### config.mk
export PLATFORM = sky130hd
export DESIGN_NAME = vsdc_core
export DESIGN_NICKNAME = d
export VERILOG_FILES = /design/src/verilog/vsdc_pkg.sv /design/src/verilog/vsdc_sync.sv /design/src/verilog/vsdc_core.sv
export SDC_FILE = /design/constraint.sdc
export NUM_CORES = 1
export LEC_CHECK = 0
export BUFFER_PORTS_ARGS = -buffer_cell sky130_fd_sc_hd__clkbuf_2
export CAP_MARGIN = 20
export CELL_PAD_IN_SITES_DETAIL_PLACEMENT = 1
export CELL_PAD_IN_SITES_GLOBAL_PLACEMENT = 1
export CORE_MARGIN = 2
export CORE_UTILIZATION = 44
export CTS_CLUSTER_SIZE = 40
export DETAILED_ROUTE_END_ITERATION = 10
export HOLD_SLACK_MARGIN = 0.08
export PLACE_DENSITY_LB_ADDON = 0.05
export SLEW_MARGIN = 0
export SYNTH_ARGS = -nofsm -noshare
export SYNTH_HDL_FRONTEND = slang
export SYNTH_SLANG_ARGS = --single-unit
### constraint.sdc
create_clock -name clk_sys -period 2.05 [get_ports clk_sys]
set_input_delay 0.3075 -clock clk_sys [delete_from_list [all_inputs] [get_ports clk_sys]]
set_output_delay 0.3075 -clock clk_sys [all_outputs]
set_load 0.005 [all_outputs]
### src/verilog/vsdc_pkg.sv
// Purpose: shared constants and types for the valley switching control core
// Assumes: 10 MHz system clock
// Notes: times are given in their own unit and converted to cycles here
package vsdc_pkg;
   localparam int unsigned CLK_HZ = 10000000;
   localparam int unsigned SS_TIME_MS = 12;
   localparam int unsigned SS_STEPS = 4;
   localparam int unsigned SS_STEP_CYC = (CLK_HZ / 1000) * SS_TIME_MS / SS_STEPS;
   localparam int unsigned EVAL_TIME_MS = 48;
   localparam int unsigned EVAL_CYC = (CLK_HZ / 1000) * EVAL_TIME_MS;
   localparam int unsigned RING_TIME_US = 3;
   localparam int unsigned RING_CYC = (CLK_HZ / 1000000) * RING_TIME_US;
   localparam int unsigned OFFMAX_TIME_US = 50;
   localparam int unsigned OFFMAX_CYC = (CLK_HZ / 1000000) * OFFMAX_TIME_US;
   localparam int unsigned OVP_BLANK_US = 2;
   localparam int unsigned OVP_BLANK_CYC = (CLK_HZ / 1000000) * OVP_BLANK_US;
   localparam logic [2:0] UDC_MIN = 3'h1;
   localparam logic [2:0] UDC_MAX = 3'h7;
   localparam logic [2:0] UDC_RESET = 3'h1;
   localparam logic [2:0] VC_MAX = 3'h7;
   localparam logic [2:0] VC_RESET = 3'h0;
   localparam logic [1:0] SS_STEP_LAST = 2'h3;
   localparam logic [2:0] CS_LIMIT_FULL = 3'h4;

   // comparator inputs from the analog front end, all asynchronous
   typedef struct packed {
      logic fb_above_low;
      logic fb_above_high;
      logic fb_above_reset;
      logic valley_below_cross;
      logic valley_above_ovp;
      logic cs_trip;
      logic supply_above_on;
   } vsdc_cmp_t;

   typedef enum logic [3:0] {
      ST_STARTUP = 4'h1,
      ST_ON = 4'h2,
      ST_RING = 4'h4,
      ST_WAIT = 4'h8
   } vsdc_state_t;
endpackage

### src/verilog/vsdc_sync.sv
// Purpose: two flip-flop synchroniser for a bus of comparator levels
// Assumes: inputs are asynchronous levels
// Notes: the first stage feeds only the second
`timescale 1ns/1ps
`default_nettype none
module vsdc_sync #(
   parameter int WIDTH = 7
) (
   // clock and reset
   input wire logic clk_sys,
   input wire logic rst_n,
   // data
   input wire logic [WIDTH-1:0] d_async,
   output logic [WIDTH-1:0] q_sync
);
   logic [WIDTH-1:0] meta_reg;

   always_ff @(posedge clk_sys or negedge rst_n) begin
      if (!rst_n) begin
         meta_reg <= '0;
         q_sync <= '0;
      end else begin
         meta_reg <= d_async;
         q_sync <= meta_reg;
      end
   end
endmodule
`default_nettype wire

### src/verilog/vsdc_core.sv
// Purpose: digital switch-on control of a quasi-resonant flyback controller
// Assumes: analog comparators and switch-off path outside; 10 MHz clock
// Notes: ringing, off-time and overvoltage blanking times are plain defaults
// Overview of operation
// - supply above threshold: stop charger, soft start
// - soft start: 12 ms in four steps
// - current limit steps up to full value
// - counters turn on, analog comparator turns off
// - evaluate feedback every 48 ms
// - always below low: count up to 7
// - above low, below high: hold
// - above high, below reset: count down to 1
// - above reset: force counter to 1
// - counter stays within 1 to 7
// - counter starts at 1
// - thresholds selected by line level
// - valley counter ranges 0 to 7
// - falling crossing after turn-off counts valley
// - valley counter cleared on gate rising
// - overvoltage while off latches off after blanking
// - after ringing, turn on when valleys reach target
// - no turn on during ringing suppression
// - maximum off time forces turn on
`timescale 1ns/1ps
`default_nettype none
module vsdc_core
   import vsdc_pkg::*;
#(
   parameter int unsigned SS_STEP_CYCLES = SS_STEP_CYC,
   parameter int unsigned EVAL_CYCLES = EVAL_CYC,
   parameter int unsigned OFFMAX_CYCLES = OFFMAX_CYC
) (
   // clock and reset
   input wire logic clk_sys,
   input wire logic rst_n,
   // comparator levels from the analog front end
   input wire vsdc_cmp_t cmp_async,
   input wire logic line_high_async,
   // start-up cell and analog front end control
   output logic startup_cell_en,
   output logic [2:0] cs_limit_step,
   output logic fb_thresh_high_line,
   // gate request and status
   output logic gate_on,
   output logic latched_off,
   output logic [2:0] udc_value,
   output logic [2:0] valley_count
);
   localparam int CW = 24;
   localparam logic [CW-1:0] SS_END = CW'(SS_STEP_CYCLES - 1);
   localparam logic [CW-1:0] EVAL_END = CW'(EVAL_CYCLES - 1);
   localparam logic [CW-1:0] OFFMAX_END = CW'(OFFMAX_CYCLES - 1);
   localparam logic [CW-1:0] RING_END = CW'(RING_CYC - 1);
   localparam logic [CW-1:0] OVP_END = CW'(OVP_BLANK_CYC - 1);

   vsdc_cmp_t cmp;
   logic line_high;
   vsdc_state_t state_reg;
   logic running_reg;
   logic [1:0] ss_step_reg;
   logic ss_done_reg;
   logic [CW-1:0] ss_cnt_reg;
   logic [CW-1:0] eval_cnt_reg;
   logic eval_tick;
   logic seen_low_reg, seen_high_reg, seen_reset_reg;
   logic [CW-1:0] off_cnt_reg;
   logic [CW-1:0] ovp_cnt_reg;
   logic cross_prev_reg;
   logic cross_fall;
   logic gate_prev_reg;
   logic gate_rise;
   logic turn_on;

   vsdc_sync #(.WIDTH(8)) u_sync (
      .clk_sys(clk_sys),
      .rst_n(rst_n),
      .d_async({cmp_async, line_high_async}),
      .q_sync({cmp, line_high})
   );

   // start-up: charger on until supply crosses turn-on, then run
   always_ff @(posedge clk_sys or negedge rst_n) begin
      if (!rst_n) begin
         running_reg <= 1'b0;
      end else if (cmp.supply_above_on && !latched_off) begin
         running_reg <= 1'b1;
      end
   end
   assign startup_cell_en = !running_reg;

   // soft start timer: four equal steps of the current-sense limit
   always_ff @(posedge clk_sys or negedge rst_n) begin
      if (!rst_n) begin
         ss_cnt_reg <= '0;
         ss_step_reg <= '0;
         ss_done_reg <= 1'b0;
      end else if (running_reg && !ss_done_reg) begin
         if (ss_cnt_reg == SS_END) begin
            ss_cnt_reg <= '0;
            if (ss_step_reg == SS_STEP_LAST) begin
               ss_done_reg <= 1'b1;
            end else begin
               ss_step_reg <= ss_step_reg + 2'h1;
            end
         end else begin
            ss_cnt_reg <= ss_cnt_reg + 1'b1;
         end
      end
   end
   // step 0 is the lowest limit, full value once soft start ends
   assign cs_limit_step = ss_done_reg ? CS_LIMIT_FULL : {1'b0, ss_step_reg};

   // line level picks the feedback threshold pair in the analog block
   assign fb_thresh_high_line = line_high;

   // evaluation period timer
   always_ff @(posedge clk_sys or negedge rst_n) begin
      if (!rst_n) begin
         eval_cnt_reg <= '0;
      end else if (!running_reg || eval_tick) begin
         eval_cnt_reg <= '0;
      end else begin
         eval_cnt_reg <= eval_cnt_reg + 1'b1;
      end
   end
   assign eval_tick = running_reg && (eval_cnt_reg == EVAL_END);

   // sticky crossings; a crossing in the closing cycle counts in this period
   always_ff @(posedge clk_sys or negedge rst_n) begin
      if (!rst_n) begin
         seen_low_reg <= 1'b0;
         seen_high_reg <= 1'b0;
         seen_reset_reg <= 1'b0;
      end else if (eval_tick) begin
         seen_low_reg <= 1'b0;
         seen_high_reg <= 1'b0;
         seen_reset_reg <= 1'b0;
      end else begin
         seen_low_reg <= seen_low_reg | cmp.fb_above_low;
         seen_high_reg <= seen_high_reg | cmp.fb_above_high;
         seen_reset_reg <= seen_reset_reg | cmp.fb_above_reset;
      end
   end

   // up/down counter, decided at the period end
   always_ff @(posedge clk_sys or negedge rst_n) begin
      if (!rst_n) begin
         udc_value <= UDC_RESET;
      end else if (!running_reg) begin
         udc_value <= UDC_RESET;
      end else if (eval_tick) begin
         if (seen_reset_reg || cmp.fb_above_reset) begin
            udc_value <= UDC_RESET;
         end else if (seen_high_reg || cmp.fb_above_high) begin
            if (udc_value != UDC_MIN) begin
               udc_value <= udc_value - 3'h1;
            end
         end else if (seen_low_reg || cmp.fb_above_low) begin
            udc_value <= udc_value;
         end else if (udc_value != UDC_MAX) begin
            udc_value <= udc_value + 3'h1;
         end
      end
   end

   // valley crossing edge detect on the synchronised level
   always_ff @(posedge clk_sys or negedge rst_n) begin
      if (!rst_n) begin
         cross_prev_reg <= 1'b0;
         gate_prev_reg <= 1'b0;
      end else begin
         cross_prev_reg <= cmp.valley_below_cross;
         gate_prev_reg <= gate_on;
      end
   end
   assign cross_fall = cmp.valley_below_cross && !cross_prev_reg;
   assign gate_rise = gate_on && !gate_prev_reg;

   // valley counter: clear on gate rising, count crossings while off
   // only after a turn-off: the idle pin sits below the level, so its first rise after reset is no valley
   always_ff @(posedge clk_sys or negedge rst_n) begin
      if (!rst_n) begin
         valley_count <= VC_RESET;
      end else if (gate_rise) begin
         valley_count <= VC_RESET;
      end else if ((state_reg == ST_RING || state_reg == ST_WAIT) && cross_fall
                   && valley_count != VC_MAX) begin
         valley_count <= valley_count + 3'h1;
      end
   end

   // overvoltage blanking, then permanent latch-off
   always_ff @(posedge clk_sys or negedge rst_n) begin
      if (!rst_n) begin
         ovp_cnt_reg <= '0;
         latched_off <= 1'b0;
      end else if (running_reg && !gate_on && cmp.valley_above_ovp) begin
         if (ovp_cnt_reg == OVP_END) begin
            latched_off <= 1'b1;
         end else begin
            ovp_cnt_reg <= ovp_cnt_reg + 1'b1;
         end
      end else begin
         ovp_cnt_reg <= '0;
      end
   end

   // switch-on decision; switch-off comes from the current-sense comparator
   assign turn_on = (valley_count >= udc_value) || (off_cnt_reg == OFFMAX_END);

   always_ff @(posedge clk_sys or negedge rst_n) begin
      if (!rst_n) begin
         state_reg <= ST_STARTUP;
         off_cnt_reg <= '0;
      end else if (latched_off) begin
         state_reg <= ST_STARTUP;
         off_cnt_reg <= '0;
      end else begin
         case (state_reg)
            ST_STARTUP: begin
               off_cnt_reg <= '0;
               if (running_reg) begin
                  state_reg <= ST_ON;
               end
            end
            ST_ON: begin
               off_cnt_reg <= '0;
               if (cmp.cs_trip) begin
                  state_reg <= ST_RING;
               end
            end
            ST_RING: begin
               off_cnt_reg <= off_cnt_reg + 1'b1;
               if (off_cnt_reg == RING_END) begin
                  state_reg <= ST_WAIT;
               end
            end
            ST_WAIT: begin
               off_cnt_reg <= off_cnt_reg + 1'b1;
               if (turn_on) begin
                  state_reg <= ST_ON;
                  off_cnt_reg <= '0;
               end
            end
            default: begin
               state_reg <= ST_STARTUP;
               off_cnt_reg <= '0;
            end
         endcase
      end
   end
   assign gate_on = (state_reg == ST_ON);

   // assertions
   a_charger_off: assert property (@(posedge clk_sys) disable iff (!rst_n)
      (cmp.supply_above_on && !latched_off) |=> !startup_cell_en)
      else $error("charger on after supply crossed turn-on");
   a_udc_range: assert property (@(posedge clk_sys) disable iff (!rst_n)
      udc_value >= UDC_MIN && udc_value <= UDC_MAX) else $error("udc out of range");
   a_udc_hold: assert property (@(posedge clk_sys) disable iff (!rst_n)
      (running_reg && !eval_tick && $past(running_reg)) |=> $stable(udc_value))
      else $error("udc changed mid period");
   a_udc_reset: assert property (@(posedge clk_sys) disable iff (!rst_n)
      (eval_tick && seen_reset_reg && running_reg) |=> udc_value == UDC_RESET)
      else $error("udc not forced to one");
   a_udc_up: assert property (@(posedge clk_sys) disable iff (!rst_n)
      (eval_tick && !seen_low_reg && !cmp.fb_above_low && !seen_high_reg
       && !cmp.fb_above_high && !seen_reset_reg && !cmp.fb_above_reset
       && udc_value < UDC_MAX)
      |=> udc_value == $past(udc_value) + 3'h1) else $error("udc no increment");
   a_udc_down: assert property (@(posedge clk_sys) disable iff (!rst_n)
      (eval_tick && seen_high_reg && !seen_reset_reg && !cmp.fb_above_reset
       && udc_value > UDC_MIN)
      |=> udc_value == $past(udc_value) - 3'h1) else $error("udc no decrement");
   a_valley_clear: assert property (@(posedge clk_sys) disable iff (!rst_n)
      $rose(gate_on) |=> valley_count == VC_RESET) else $error("valley not cleared");
   a_valley_step: assert property (@(posedge clk_sys) disable iff (!rst_n)
      (cross_fall && valley_count != VC_MAX && (state_reg == ST_RING || state_reg == ST_WAIT))
      |=> valley_count == $past(valley_count) + 3'h1) else $error("valley not counted");
   a_ring_block: assert property (@(posedge clk_sys) disable iff (!rst_n)
      $fell(gate_on) && !latched_off |-> !gate_on [*3]) else $error("turn on in ringing");
   a_valley_on: assert property (@(posedge clk_sys) disable iff (!rst_n)
      (state_reg == ST_WAIT && valley_count >= udc_value && !latched_off) |=> gate_on)
      else $error("no turn on at target valley");
   a_offmax_on: assert property (@(posedge clk_sys) disable iff (!rst_n)
      (state_reg == ST_WAIT && off_cnt_reg == OFFMAX_END && !latched_off) |=> gate_on)
      else $error("no turn on at maximum off time");
   a_ovp_blank: assert property (@(posedge clk_sys) disable iff (!rst_n)
      (running_reg && !gate_on && cmp.valley_above_ovp && ovp_cnt_reg == OVP_END)
      |=> latched_off) else $error("overvoltage not latched");
   a_latch_sticky: assert property (@(posedge clk_sys) disable iff (!rst_n)
      latched_off |=> latched_off && !gate_on) else $error("latch-off released");
   a_ss_step: assert property (@(posedge clk_sys) disable iff (!rst_n)
      $changed(ss_step_reg) |-> $past(ss_cnt_reg) == SS_END)
      else $error("soft start step early");
   a_ss_full: assert property (@(posedge clk_sys) disable iff (!rst_n)
      ss_done_reg |-> cs_limit_step == CS_LIMIT_FULL) else $error("limit not full");

   c_soft_start_done: cover property (@(posedge clk_sys) disable iff (!rst_n) $rose(ss_done_reg));
   c_valley_turn_on: cover property (@(posedge clk_sys) disable iff (!rst_n)
      state_reg == ST_WAIT && valley_count >= udc_value && valley_count != VC_RESET);
   c_udc_max: cover property (@(posedge clk_sys) disable iff (!rst_n) udc_value == UDC_MAX);
   c_latch: cover property (@(posedge clk_sys) disable iff (!rst_n) $rose(latched_off));
   c_offmax_on: cover property (@(posedge clk_sys) disable iff (!rst_n)
      state_reg == ST_WAIT && off_cnt_reg == OFFMAX_END);
endmodule
`default_nettype wire

==> metrics.txt, run 1 <==
Setup Skew a little over 0.006 ns; DRT antenna net count 0; CTS tree yes; share of cells above drive strength 1 13.76%; vias in the first global route 4952; setup ws final 0.1581 ns; Hold EP u_sync.q_sync[2]; drt pass-1 iters 6; Setup Buffers After CTS 0; Starting DRT DRC Count 202; Synth top area share 51.98%; clk root buf clkbuf_16; # port buffers 22; via count 4603; ys flop type dfrtp_1; post-place setup slack 0.05208 ns; clk slew on worst S/H paths ~0.06 ns; post-synthesis sequential area ratio 52.82%; minimum clock period 1.892 ns; CP arrival 1.58 ns; Mapped Area 6259 um^2; row cnt 43; Final nets 696; total die area between 15000 and 20000 um^2; GP Congestion 0.7827; final instance area 7490 um^2; R2R cell count 6; H-tree lvl count 4; Least-Margin Pin Slew ~0.58 ns; sw frac 26.74%; routed wire length between 10000 and 15000 um; P per Cell Area 944.2 nW/um^2; Die Wd 123.3 um; WL/cell 16.26 um; Worst Path Max Fanout 8; Antenna Diode Count 0; cell count after synthesis 604; CP top delay family flip-flops; Detail Placement HPWL 9551 um; Std-Cell Core Area around 14000 um^2; Reg power frac 44.2%; Num CTS Buffers 17; max-cap violations 0; Reg-to-Reg End udc_value[1]; Netlist cell types 52; # DRC 0; Int Pwr around 5.2 mW; first-pass GRT wire length 24100 um; setup tns final 0 ns; Vias per Instance 5.334; slew margin rel. 61.31%; outcome finished clean; Post-Syn Nets 630; R2R Setup Slk 0.18 ns; Die Height 123.3 um; total track usage 20.40%; Initial Util a little under half; Hold Fails Final Rpt 0; switching power 1.891 mW; Worst Hold Class flop to flop; fill cell count 1522; async set-reset flop share out of synthesis between 90% and 100%; dominant cells by area after synthesis dfrtp_1 52%, xor2_1 7.1%, nor2_1 6.0%; worst r2r src eval_cnt_reg[0]; Max Buffers Root-to-Sink 2; Area growth syn-to-layout 19.67%; Pleak between 3 and 4 nW; CP endpoint kind output port; largest net degree at the start of global routing just under 60; initial antenna violation count 0; # IOs 23; Worst EP required 1.74 ns; Max Fclk 0.5286 GHz; Final Max Slew Viols 0; critical path class flop to output port; clock share of power 42.9%; VDD IR-drop max 0.6610 mV; crit start category flop; FF+latch count, synth 132; critical path, cell by cell or3_1, inv_1, clkbuf_2; crit path launch state_reg[2]; slowest stage cell, crit path dfrtp_1; CP bufs+invs 2; setup violators final 0; Avg Inst Size Synth between 10 and 15 um^2; Placed Area 6799 um^2; clock latency on the worst-skew pair just over 0.4 ns; worst min-delay path startpoint u_sync.meta_reg[2]; post-synth top area cell dfrtp_1; EDFF count, synth 0; total gr overflow 0; CP peak stage delay 0.46 ns; clock sink count 132; RSZ-0062 raised after global routing no; Tcrit/Tclk final between 90% and 100%; yosys warns 0; Hold Path Depth 0; combinational cell fraction of total power 12.9%
==> metal layers <==
metal	track usage [%]	part of all wire, %	vias up
met4	5.895	1.0	0
met1	26.77	47	2321
met5	0	0	-
met3	5.166	2.3	11
li1	-	-	2236
met2	33.45	50	35
==> Yosys cell counts (8+ instances only) <==
master,count
dfrtp_1,130
ha_1,16
nand4_1,31
and4_1,15
xor2_1,51
nor2_1,100
nand3_1,35
nor3_1,12
and3_1,8
inv_1,14
a21oi_1,9
o21ai_0,13
nand2_1,37
nor4_1,18
xnor2_1,36
==> cell families (layout without fill, tap and decap cells) <==
family          after synthesis  after routing  share of synthesized area [%]
fa+ha+maj                    16             16                          3.199
flops                       132            132                          52.82
simple gates                295            295                          24.65
buf+inv                      29            108                          1.979
mux                           7              7                          1.160
xor+xnor                     87             87                          12.18
compound gates               38             38                          4.019
==> metrics by stage <==
stage                     util [%]  std cells  hold slack (ns)  power [mW]
final                        53.96        863           0.3507       7.072
after global placement       48.98        822           0.3272       3.998
after detailed placement     48.98        822           0.3322       4.057
after global routing         53.96        863           0.3593       7.448
after CTS                    53.84        863           0.3508       7.160
after floorplan                  -        604          0.01191       3.692
==> final cells by class <==
cell class | count | area (um^2) | share of cell area, %
clock inverters | 11 | 133.9 | 1.787
clock buffers | 21 | 450.4 | 6.014
multi-input cells | 443 | 2841 | 37.94
well taps | 180 | 225.2 | 3.007
flip-flops and latches | 132 | 3306 | 44.14
repair buffers | 62 | 480.5 | 6.415
inverters | 14 | 52.55 | 0.7016
==> power groups by stage <==
stage / logic, mW / clock network [mW] / registers (mW)
finish: 0.909 / 3.03 / 3.13
global route: 1.04 / 3.24 / 3.17
CTS: 0.930 / 3.11 / 3.12
detailed placement: 0.903 / 0 / 3.15
global placement: 0.854 / 0 / 3.14
floorplan: 0.626 / 0 / 3.07
==> worst max-delay path by stage <==
stage	end	slack, ns	cells after the start
4_1_cts	off_cnt_reg[9]	0.04	7
3_3_place_gp	off_cnt_reg[4]	0.21	7
2_1_floorplan	off_cnt_reg[16]	0.10	7
3_5_place_dp	off_cnt_reg[9]	0.05	7
6_report	gate_on	0.16	3
5_1_grt	ss_step_reg[1]	0.004	5
==> timing repair <==
| action | in CTS | in global routing |
|---|---|---|
| endpoints found under the hold margin | 61 | 0 |
| setup endpoints to repair | 0 | 48 |
| hold buffers | 9 | 0 |
| gates resized for setup | 0 | 3 |
==> cells in the final DEF, fill, tap and decap left out, types with 4 or more instances in the layout <==
| cell type | count |
|---|---|
| nor2_1 | 100 |
| o21ai_0 | 13 |
| clkbuf_16 | 17 |
| clkbuf_2 | 21 |
| a21oi_1 | 9 |
| nand3_1 | 35 |
| and4_1 | 15 |
| mux2i_1 | 5 |
| xnor2_1 | 36 |
| nand2_1 | 37 |
| nand2b_1 | 4 |
| clkinv_2 | 7 |
| nor3_1 | 12 |
| inv_1 | 14 |
| nand4_1 | 31 |
| or3_1 | 7 |
| a21o_1 | 4 |
| dlygate4sd3_1 | 9 |
| xor2_1 | 51 |
| dfrtp_1 | 130 |
| buf_4 | 27 |
| and3_1 | 8 |
| ha_1 | 16 |
| nor4_1 | 17 |
(Power assumes the default switching activity.)
==> inputs of run 2 (changes only) <==
- CELL_PAD_IN_SITES_DETAIL_PLACEMENT: 1 -> unset
- CELL_PAD_IN_SITES_GLOBAL_PLACEMENT: 1 -> unset
- CORE_UTILIZATION: 44 -> 52
==> run 2 against run 1 <==
Sequential cell count did not move; setup slack got worse by 0.023 ns; register-to-register slack got worse by 0.04 ns; first-iteration DRC count rose by 53%; fmax fell by 1.2%; wire length fell by 14%; die area fell by 15%; non-clock buffer count fell by 8; critical path type is now flop to flop; largest cell class unchanged; largest power group unchanged.
==> metrics.txt, run 2 (same netlist as run 1, synthesis figures left out) <==
crit path launch eval_cnt_reg[11]; worst r2r src eval_cnt_reg[11]; RSZ-0062 raised after global routing no; Die Wd 113.7 um; clock sink count between 100 and 150; WL/cell 14.69 um; setup tns final 0 ns; Least-Margin Pin Slew 0.5039 ns; CP peak stage delay 0.47 ns; Vias per Instance 5.439; clk root buf clkbuf_16; H-tree lvl count 4; total track usage about a fifth; # DRC 0; total gr overflow 0; Placed Area between 6000 and 7000 um^2; drt pass-1 iters 4; first-pass GRT wire length ~21000 um; Antenna Diode Count 0; Hold Fails Final Rpt 0; GP Congestion 0.7867; Starting DRT DRC Count between 300 and 400; Worst Path Max Fanout 5; largest net degree at the start of global routing just under 60; max-cap violations 0; via count 4471; critical path, cell by cell nor4_2, nand3_1, o41ai_4, o21ai_1, a22o_1; Num CTS Buffers 17; DRT antenna net count 0; Power Total around 7.0 mW; Area growth syn-to-layout 18.23%; clk slew on worst S/H paths ~0.05 ns; Detail Placement HPWL 8045 um; Tcrit/Tclk final 93.39%; setup violators final 0; Die Height about 110 um; Max Buffers Root-to-Sink 2; post-place setup slack roughly 0.085 ns; share of cells above drive strength 1 13.04%; Pleak around 3.4 nW; outcome finished clean; initial antenna violation count 0; clock latency on the worst-skew pair 0.43 ns; CP endpoint kind flop; critical path class flop to flop; VDD IR-drop max 0.5944 mV; Worst Hold Class input port to asynchronous set/reset pin; minimum clock period 1.915 ns; CP arrival 2.22 ns; CTS tree yes; Initial Util 52.76%; P per Cell Area 943.2 nW/um^2; Std-Cell Core Area 11860 um^2; most frequent cells in the layout 130 x dfrtp_1, 100 x nor2_1, 51 x xor2_1; worst hold slack ~0.33 ns; Setup Skew 0.009402 ns; # IOs 23; total die area 12930 um^2; crit start category flop; slowest stage cell, crit path o41ai_4; Worst EP required around 2.4 ns; slew margin rel. 66.15%; row cnt 40; Final Max Slew Viols 0; setup ws final 0.1354 ns; vias in the first global route 4442; routed wire length between 10000 and 15000 um; Max Fclk 0.5223 GHz; final instance area 7400 um^2; Final nets 688; most common cell after layout, fill and taps aside dfrtp_1; # port buffers 22
## run 2: layout make-up
type	count	area, um^2
clock buffers	23	488.0
clock inverters	9	101.3
fillers	998	4462
inverters	14	52.55
multi-input cells	443	2848
flip-flops and latches	132	3306
well taps	147	183.9
repair buffers	54	420.4
## run 2: routing by layer
| metal | routed length (um) | track usage [%] |
|---|---|---|
| met4 | 244 | 7.805 |
| met1 | 5596 | 26.53 |
| met2 | 5917 | 33.25 |
| met5 | 0 | 0 |
| met3 | 316 | 5.632 |
## run 2: worst paths after layout
| check | end | slack [ns] | cells past startpoint |
|---|---|---|---|
| hold reg to reg | u_sync.q_sync[7] | 0.35 | 0 |
| hold / removal | eval_cnt_reg[21] | 0.33 | 2 |
| setup / recovery | udc_value[1] | 0.14 | 5 |
| max in group asynchronous | state_reg[0] | 1.09 | 3 |
| setup reg to reg | udc_value[1] | 0.14 | 5 |
| min in group clk_sys | u_sync.q_sync[7] | 0.35 | 0 |
## run 2: where the power goes
part / switching, mW / internal (mW)
Combinational: 0.478 / 0.402
Sequential: 0.256 / 2.84
Clock: 1.09 / 1.91
Total: 1.83 / 5.15
## run 2: critical path: cells and delay by family (launching register included)
family          cells  cell delay (ns)
compound gates      3             0.89
simple gates        2             0.47
flops               1             0.44
## run 2: through the flow
stage	utilization, %	std cells
final	62.38	822
after global routing	62.38	822
after CTS	62.13	821
after detailed placement	56.40	780
after global placement	56.40	780
after floorplan	-	604
## run 2: repair_timing
| action | CTS | global route |
|---|---|---|
| endpoints found under the setup margin | 0 | 48 |
| hold buffers | 9 | 0 |
| gates resized for setup | 0 | 4 |
| endpoints found under the hold margin | 36 | 0 |
| setup buffers | 0 | 1 |
